--- config.mk ---
export PLATFORM = sky130hd
export DESIGN_NAME = pic_press_intrusion_cycle_ctrl
export DESIGN_NICKNAME = d
export VERILOG_FILES = /design/src/verilog/pic_pkg.sv /design/src/verilog/pic_tick_if.sv /design/src/verilog/pic_tick.sv /design/src/verilog/pic_press_intrusion_cycle_ctrl.sv
export SDC_FILE = /design/constraint.sdc
export NUM_CORES = 1
export LEC_CHECK = 0
export ABC_AREA = 1
export CAP_MARGIN = 40
export CORE_ASPECT_RATIO = 1.4
export CORE_UTILIZATION = 30
export CTS_BUF_LIST = sky130_fd_sc_hd__clkbuf_4 sky130_fd_sc_hd__clkbuf_8
export CTS_CLUSTER_DIAMETER = 60
export DETAILED_ROUTE_END_ITERATION = 6
export DONT_BUFFER_PORTS = 1
export REMOVE_ABC_BUFFERS = 1
export SLEW_MARGIN = 15
export SYNTH_ARGS = -nofsm -noshare
export SYNTH_HDL_FRONTEND = slang
export SYNTH_SLANG_ARGS = --single-unit
--- constraint.sdc ---
create_clock -name clk -period 4.8 [get_ports clk]
set_input_delay 0 -clock clk [delete_from_list [all_inputs] [get_ports clk]]
set_output_delay 0 -clock clk [all_outputs]
set_load 0.02 [all_outputs]
--- src/verilog/pic_pkg.sv ---
package pic_pkg;

   localparam int PIC_DW = 16;
   localparam int PIC_AW = 2;

   // Register indices on the plain register port
   localparam logic [PIC_AW-1:0] PIC_ADDR_CTRL = 2'h0;
   localparam logic [PIC_AW-1:0] PIC_ADDR_MUTE = 2'h1;
   localparam logic [PIC_AW-1:0] PIC_ADDR_TMO = 2'h2;
   localparam logic [PIC_AW-1:0] PIC_ADDR_STAT = 2'h3;

   // Control register field positions
   localparam int PIC_B_POL = 0;
   localparam int PIC_B_START = 2;
   localparam int PIC_B_LONG = 3;
   localparam int PIC_B_REARM = 4;
   localparam int PIC_B_UPS = 5;
   localparam int PIC_B_NINT = 6;

   // Status register field positions
   localparam int PIC_S_STATE = 0;
   localparam int PIC_S_PERMIT = 2;
   localparam int PIC_S_UNPL = 3;
   localparam int PIC_S_TMO = 4;
   localparam int PIC_S_CNT = 5;

   // Reset values: policy all stops, rearm and rising stroke wired, one intervention
   localparam logic [PIC_DW-1:0] PIC_CTRL_RST = 16'h0071;
   localparam logic [PIC_DW-1:0] PIC_MUTE_RST = 16'h0000;
   localparam logic [PIC_DW-1:0] PIC_TMO_RST = 16'h7530;

   // Times in milliseconds, as figures
   localparam logic [PIC_DW-1:0] PIC_PULSE_SHORT_MS = 16'h0064;
   localparam logic [PIC_DW-1:0] PIC_PULSE_LONG_MS = 16'h015e;
   localparam logic [PIC_DW-1:0] PIC_PULSE_MAX_MS = 16'h7530;
   localparam logic [PIC_DW-1:0] PIC_MS_SAT = 16'hffff;

   // Logic cycle and millisecond tick
   localparam int PIC_CLK_NS = 100;
   localparam int PIC_MS_NS = 1000000;
   localparam int PIC_TICK_CYC = (PIC_MS_NS + PIC_CLK_NS - 1) / PIC_CLK_NS;

   typedef enum logic [1:0] {
      PIC_POL_NONE = 2'b00,
      PIC_POL_ALL = 2'b01,
      PIC_POL_DOWN = 2'b10
   } pic_pol_t;

   typedef enum logic [1:0] {
      PIC_ST_STOP = 2'b00,
      PIC_ST_REARM = 2'b01,
      PIC_ST_INTR = 2'b10,
      PIC_ST_RUN = 2'b11
   } pic_state_t;

endpackage

--- src/verilog/pic_tick_if.sv ---
`timescale 1ns/1ps
interface pic_tick_if;
   logic tick;
   modport src (output tick);
   modport dst (input tick);
endinterface

--- src/verilog/pic_tick.sv ---
`timescale 1ns/1ps
module pic_tick import pic_pkg::*; #(
   parameter int TICK_CYCLES = PIC_TICK_CYC
) (
   input wire logic clk,
   input wire logic sys_rst,
   pic_tick_if.src tk
);
   logic [23:0] cnt;
   wire wrap = (cnt == 24'(TICK_CYCLES - 1));

   always_ff @(posedge clk or posedge sys_rst) begin
      if (sys_rst) begin
         cnt <= 24'h000000;
         tk.tick <= 1'b0;
      end else begin
         cnt <= wrap ? 24'h000000 : cnt + 24'h000001;
         tk.tick <= wrap;
      end
   end
endmodule // pic_tick

--- src/verilog/pic_press_intrusion_cycle_ctrl.sv ---
`timescale 1ns/1ps
module pic_press_intrusion_cycle_ctrl import pic_pkg::*; #(
   parameter int TICK_CYCLES = PIC_TICK_CYC
) (
   input wire logic clk,
   input wire logic sys_rst,
   input wire logic static_permit,
   input wire logic start_permit,
   input wire logic presence_sensor_in,
   input wire logic top_dead_centre_position,
   input wire logic rising_stroke,
   input wire logic rearm_in,
   input wire logic drive_active_fb,
   input wire logic [PIC_AW-1:0] reg_addr,
   input wire logic [PIC_DW-1:0] reg_wdata,
   input wire logic reg_wr,
   input wire logic reg_rd,
   output logic [PIC_DW-1:0] reg_rdata,
   output logic motion_permit,
   output logic rearm_needed,
   output logic intrusion_expected,
   output logic unplanned_intrusion,
   output logic intrusion_timeout,
   output logic fault_flag
);
   pic_tick_if tk ();

   pic_tick #(.TICK_CYCLES(TICK_CYCLES)) u_tick (
      .clk(clk),
      .sys_rst(sys_rst),
      .tk(tk)
   );

   logic [PIC_DW-1:0] ctrl;
   logic [PIC_DW-1:0] mute_limit;
   logic [PIC_DW-1:0] tmo_limit;
   pic_state_t state;
   pic_state_t next_state;
   logic next_unpl;
   logic next_tmo;
   logic next_quick;
   logic next_permit;
   logic quick_ok;
   logic sens_q;
   logic tdc_q;
   logic ups_q;
   logic rearm_q;
   logic eff_q;
   logic [PIC_DW-1:0] rearm_ms;
   logic [PIC_DW-1:0] gap_ms;
   logic [PIC_DW-1:0] mute_ms;
   logic [PIC_DW-1:0] tmo_ms;
   logic [1:0] intr_cnt;

   // Configuration fields
   wire pic_pol_t pol = pic_pol_t'(ctrl[PIC_B_POL +: 2]);
   wire start_used = ctrl[PIC_B_START];
   wire long_min = ctrl[PIC_B_LONG];
   wire rearm_used = ctrl[PIC_B_REARM];
   wire ups_used = ctrl[PIC_B_UPS];
   wire [1:0] nint_raw = ctrl[PIC_B_NINT +: 2];
   wire [1:0] nint = (nint_raw == 2'h0) ? 2'h1 : nint_raw;
   wire [PIC_DW-1:0] min_ms = long_min ? PIC_PULSE_LONG_MS : PIC_PULSE_SHORT_MS;

   // Edges of the sampled inputs, and the upstroke level
   wire sens_rise = ~sens_q & presence_sensor_in;
   wire tdc_rise = ~tdc_q & top_dead_centre_position;
   wire ups_rise = ~ups_q & rising_stroke;
   wire rearm_rise = ~rearm_q & rearm_in;
   wire rearm_fall = rearm_q & ~rearm_in;
   wire upstroke = ups_used & rising_stroke & ~top_dead_centre_position;

   // muting only exists with rearm and rising stroke wired
   wire mute_en = (mute_limit != 16'h0000) & ups_used & rearm_used;
   // sensor bypass while rising and not yet at top
   wire muting = mute_en & upstroke & (mute_ms < mute_limit);
   // downstroke-only policy holds through the upstroke
   wire down_hold = (pol == PIC_POL_DOWN) & upstroke;
   // after muting expiry the permit tracks the sensor
   wire follow = mute_en & upstroke & ~muting & ~down_hold;
   wire sens_eff = presence_sensor_in | muting | down_hold;
   wire eff_fall = eff_q & ~sens_eff;

   // 0-1-0 pulse between minimum and 30 s
   wire rearm_valid = rearm_used & rearm_fall & (rearm_ms >= min_ms) & (rearm_ms <= PIC_PULSE_MAX_MS);
   wire intr_valid = sens_rise & (gap_ms >= min_ms);
   // policy none or unwired rearm skips the pulse
   wire need_rearm = rearm_used & (pol != PIC_POL_NONE);
   wire quick_pol = (pol == PIC_POL_NONE) | ((pol == PIC_POL_DOWN) & upstroke);
   // start permit checked only when wired
   wire start_ok = ~start_used | start_permit;
   wire tmo_hit = (tmo_limit != 16'h0000) & (tmo_ms >= tmo_limit);
   wire [PIC_DW-1:0] stat_word = {8'h00, 1'b0, intr_cnt, intrusion_timeout, unplanned_intrusion,
                                  motion_permit, state};
   wire [PIC_DW-1:0] rd_mux = (reg_addr == PIC_ADDR_CTRL) ? ctrl :
                              (reg_addr == PIC_ADDR_MUTE) ? mute_limit :
                              (reg_addr == PIC_ADDR_TMO) ? tmo_limit : stat_word;

   // Register port
   always_ff @(posedge clk or posedge sys_rst) begin
      if (sys_rst) begin
         ctrl <= PIC_CTRL_RST;
         mute_limit <= PIC_MUTE_RST;
         tmo_limit <= PIC_TMO_RST;
         reg_rdata <= 16'h0000;
      end else begin
         if (reg_wr && reg_addr == PIC_ADDR_CTRL) begin
            ctrl <= reg_wdata;
         end
         if (reg_wr && reg_addr == PIC_ADDR_MUTE) begin
            mute_limit <= reg_wdata;
         end
         if (reg_wr && reg_addr == PIC_ADDR_TMO) begin
            tmo_limit <= reg_wdata;
         end
         reg_rdata <= reg_rd ? rd_mux : 16'h0000;
      end
   end

   always_ff @(posedge clk or posedge sys_rst) begin
      if (sys_rst) begin
         sens_q <= 1'b1;
         tdc_q <= 1'b1;
         ups_q <= 1'b0;
         rearm_q <= 1'b0;
         eff_q <= 1'b0;
      end else begin
         sens_q <= presence_sensor_in;
         tdc_q <= top_dead_centre_position;
         ups_q <= rising_stroke;
         rearm_q <= rearm_in;
         eff_q <= sens_eff;
      end
   end

   always_ff @(posedge clk or posedge sys_rst) begin
      if (sys_rst) begin
         rearm_ms <= 16'h0000;
         gap_ms <= 16'h0000;
         mute_ms <= 16'h0000;
      end else begin
         if (rearm_rise) begin
            rearm_ms <= 16'h0000;
         end else if (rearm_in && tk.tick && rearm_ms != PIC_MS_SAT) begin
            rearm_ms <= rearm_ms + 16'h0001;
         end
         if (sens_q && !presence_sensor_in) begin
            gap_ms <= 16'h0000;
         end else if (!presence_sensor_in && tk.tick && gap_ms != PIC_MS_SAT) begin
            gap_ms <= gap_ms + 16'h0001;
         end
         if (ups_rise) begin
            mute_ms <= 16'h0000;
         end else if (upstroke && tk.tick && mute_ms != PIC_MS_SAT) begin
            mute_ms <= mute_ms + 16'h0001;
         end
      end
   end

   // timer runs only while the fed-back drive command is off
   always_ff @(posedge clk or posedge sys_rst) begin
      if (sys_rst) begin
         tmo_ms <= 16'h0000;
      end else if (state != PIC_ST_INTR || drive_active_fb) begin
         tmo_ms <= 16'h0000;
      end else if (tk.tick && tmo_ms != PIC_MS_SAT) begin
         tmo_ms <= tmo_ms + 16'h0001;
      end
   end

   // count cleared at top dead centre edge
   always_ff @(posedge clk or posedge sys_rst) begin
      if (sys_rst) begin
         intr_cnt <= 2'h0;
      end else if (tdc_rise || state != PIC_ST_INTR) begin
         intr_cnt <= 2'h0;
      end else if (intr_valid && intr_cnt != 2'h3) begin
         intr_cnt <= intr_cnt + 2'h1;
      end
   end

   always_comb begin
      next_state = state;
      next_unpl = unplanned_intrusion;
      next_tmo = intrusion_timeout;
      next_quick = quick_ok;
      case (state)
         PIC_ST_STOP: begin
            if (static_permit) begin
               next_state = (need_rearm || unplanned_intrusion || intrusion_timeout) ? PIC_ST_REARM : PIC_ST_INTR;
            end
         end
         PIC_ST_REARM: begin
            if (!static_permit) begin
               next_state = PIC_ST_STOP;
               next_quick = 1'b0;
            end else begin
               if (unplanned_intrusion && !presence_sensor_in && !motion_permit && quick_pol) begin
                  next_quick = 1'b1;
               end
               if (quick_ok && sens_rise && !intrusion_timeout) begin
                  next_unpl = 1'b0;
                  next_quick = 1'b0;
                  next_state = PIC_ST_INTR;
               // valid rearm with sensor high clears errors
               end else if (rearm_valid && presence_sensor_in) begin
                  next_unpl = 1'b0;
                  next_tmo = 1'b0;
                  next_quick = 1'b0;
                  next_state = PIC_ST_INTR;
               // nothing to wait for without errors
               end else if (!need_rearm && !unplanned_intrusion && !intrusion_timeout) begin
                  next_state = PIC_ST_INTR;
               end
            end
         end
         PIC_ST_INTR: begin
            if (!static_permit) begin
               next_state = PIC_ST_STOP;
            end else if (tmo_hit) begin
               next_tmo = 1'b1;
               next_state = PIC_ST_REARM;
            // enough interruptions and start permit present
            end else if (intr_cnt >= nint && presence_sensor_in && start_ok) begin
               next_state = PIC_ST_RUN;
            end
         end
         PIC_ST_RUN: begin
            if (!static_permit) begin
               next_state = PIC_ST_STOP;
            end else if (eff_fall && !follow) begin
               next_unpl = 1'b1;
               next_state = PIC_ST_REARM;
            // end of cycle at top dead centre
            end else if (tdc_rise) begin
               next_state = (pol == PIC_POL_ALL && mute_en) ? PIC_ST_REARM : PIC_ST_INTR;
            end
         end
         default: begin
            next_state = PIC_ST_STOP;
         end
      endcase
   end

   // permit only in run, without errors
   assign next_permit = static_permit & ~next_unpl & ~next_tmo & (next_state == PIC_ST_RUN) &
                        (~follow | presence_sensor_in);

   always_ff @(posedge clk or posedge sys_rst) begin
      if (sys_rst) begin
         state <= PIC_ST_STOP;
         quick_ok <= 1'b0;
         motion_permit <= 1'b0;
         rearm_needed <= 1'b0;
         intrusion_expected <= 1'b0;
         unplanned_intrusion <= 1'b0;
         intrusion_timeout <= 1'b0;
         fault_flag <= 1'b0;
      end else begin
         state <= next_state;
         quick_ok <= next_quick;
         motion_permit <= next_permit;
         rearm_needed <= (next_state == PIC_ST_REARM);
         intrusion_expected <= (next_state == PIC_ST_INTR);
         unplanned_intrusion <= next_unpl;
         intrusion_timeout <= next_tmo;
         fault_flag <= next_unpl | next_tmo;
      end
   end
endmodule // pic_press_intrusion_cycle_ctrl

==> metrics <==
status=completed; routed via count=7970; # DRC=0; post-synthesis compound-gate area fraction=0.133; Syn. warnings=0; met3 routed WL=954 um; Leak=0.00506 uW; crit path DAT=2760 ps; fin crit period=2350 ps; pin count of the biggest net entering global routing=78; PortBufs=0; Layout fillers=3292; Met2 Routed Length=12800 um; GRT Total Usage=0.160; startpoint types=flip-flop; final setup fails=0; Synth Cell Area=9600 um^2; H-tree levels=4; Slew HR=0.448; Placed Area=10100 um^2; #FFs+latches synth=169; Via density=4.80; Slew Limit Fails=0; predominant post-synthesis flop cell=dfrtp_1; unrepaired setup endpoints after global routing=no; largest fanout on the critical path=7; DIE WIDTH=153 um; worst slack, placed=2520 ps; Worst EP required=5210 ps; first-pass GRT wire length=40800 um; Post-Route WL=24600 um; multiplexer share of the synthesized area=0; final RePlAce weighted congestion=0.863; Post-Synth Adder-Cell Area=0.0691; Avg Inst Size Synth=7.89 um^2; Gate Count Post-Synth=1217; core area=31500 um^2; Die ar.=32700 um^2; Clock Sinks=169; Slew @ Worst Pin=825 ps; nets=1333; largest family of logic cells by synthesized area=simple AND/OR/NAND/NOR gates; pwr dens=303 nW/um^2; xor and xnor fraction of the mapped netlist area=0.0137; ys async rst share=1.00; Max Cap Viol=0; Starting Density=0.305; Total Neg Setup Slack=0 ps; CP Capture Type=flip-flop; most used cell along the critical path=nand2_1; commonest non-fill, non-tap cells in the layout=nand2_1 (242), inv_1 (198), dfrtp_1 (156); top routing layer used=met4; CP Class=reg -> reg; endpoints failing hold=0; layout cells sized above 1=0.0941; Worst Skew=17.0 ps; Max Clock Freq=426 MHz; CTS buffer count=17; Post-Synth Simple-Gate Area=0.247; clk buf depth=2; Layout area overhead=12.1%; slowest stage delay, CP=490 ps; Synth cell types=43; sequential fraction of the synthesis area=0.442; final core utilization=0.342; commonest non-fill, non-tap cell in the layout=nand2_1; worst hold-check path type=in -> reg; Die Ht=214 um; Routed Antenna Nets=0; number of synthesized flops with an enable pin=0; hpwl dp=18800 um; root buf cell=clkbuf_8; worst skew pair latency=500 ps; initial antenna violation count=2; final non-filler cell area=10800 um^2; vias in the first global route=8038; Tcrit/Tclk final=0.489; row cnt=77; critical path's slowest cell=dfrtp_1; GRT overflow=0; VDD IR max=0.000192 V; CTS tree=built; PnR worst setup slack=2450 ps; Worst-path clk slew=100 ps; Detailed Routing Iterations Pass 1=5; I/O Pins=51; Min Hold Slack=55.9 ps; DRT iter0 DRCs=399; Routed wire per std cell=14.8 um; CP cell instances=inv_1, ha_1, nand2_1, a21oi_1, o21ai_0, nand2_1, nand2_1, nand2_1, a21oi_1, o21ai_0, nand2_1, o21ai_0, nand3_1, o21ai_0; M1 WL=10100 um
-- registers in the layout (all words and copies together) (netlist names), 2 cells and up --
name / flops
ctrl: 16
gap_ms: 16
intr_cnt: 2
mute_limit: 16
mute_ms: 16
rearm_ms: 16
reg_rdata: 16
state: 2
tmo_limit: 16
tmo_ms: 16
u_tick.cnt: 24
-- stage by stage --
stage / power [uW] / cells
floorplan: 2090 / 1197
global route: 3440 / 1661
finish: 3260 / 1661
global placement: 2260 / 1595
detailed placement: 2280 / 1599
CTS: 3300 / 1659
-- synth_stat cells (all sizes together) (2+ instances only) --
cell,n,area (um^2)
buf,2,22.5
o221ai,7,61.3
clkbuf,18,67.6
nand3b,3,35.0
xnor2,5,43.8
a211oi,7,57.6
inv,217,817
a21oi,69,345
dfrtp,156,3900
a21boi,2,15.0
xor2,10,87.6
ha,53,663
o21ai,135,676
nor2,97,417
and2,2,12.5
nor3b,2,15.0
nor3,48,280
o21a,7,52.6
dfstp,13,342
clkinv,2,7.51
nand3,69,395
or2,2,12.5
a221oi,2,30.0
nand4,13,81.3
nand2,249,952
nor4,21,161
-- worst paths after layout --
kind                                   to  slack (ps)        start  cells past startpoint
setup / recovery              intr_cnt[0]        2450      ctrl[3]                     14
hold / removal              reg_rdata[14]          60  reg_addr[0]                      5
setup reg to reg              intr_cnt[0]        2450      ctrl[3]                     14
hold reg to reg                  ctrl[14]         490     ctrl[14]                      2
max in group asynchronous       gap_ms[8]        3530      sys_rst                      3
min in group asynchronous  u_tick.cnt[16]         100      sys_rst                      2
-- layer usage --
layer / track usage / up-vias
li1: - / 4037
met1: 0.177 / 3734
met2: 0.291 / 159
met3: 0.0350 / 40
met4: 0.0780 / 0
met5: 0 / -
-- final cells by class --
type	instances	area, um^2	area share
multi-input cells	809	4440	0.413
flip-flops and latches	169	4250	0.395
inverters	219	830	0.0771
well taps	395	494	0.0459
repair buffers	35	380	0.0353
clock buffers	19	255	0.0237
clock inverters	13	110	0.0102
diodes	2	5.00	0.000465
-- power by group --
part           leakage (uW)  internal (uW)  switching (uW)  total [uW]
Clock              0.000177            390             596         986
Combinational       0.00267            208             363         571
Sequential          0.00222           1550             148        1700
-- repair_timing --
item,CTS,global route
hold buffers,28,0
endpoints found under the hold margin,188,0
gates resized for setup,0,0
setup buffers,0,0
-- worst max-delay path, delay by kind of cell, from the launching register on --
| family | cells | cell delay [ps] |
|---|---|---|
| AOI/OAI and AO/OA | 6 | 840 |
| adders and majority gates | 1 | 320 |
| buffers and inverters | 1 | 190 |
| DFF | 1 | 490 |
| and+or+nand+nor | 6 | 410 |
-- logic make-up (layout without fill, tap and decap cells) --
logic type,after synthesis,after routing
AO/OA/AOI/OAI,234,234
adder cells (fa/ha/maj),53,53
buffers and inverters,239,286
flip-flops,169,169
AND/OR/NAND/NOR,507,507
XOR/XNOR,15,15
other,0,2
(Power assumes the default switching activity.)
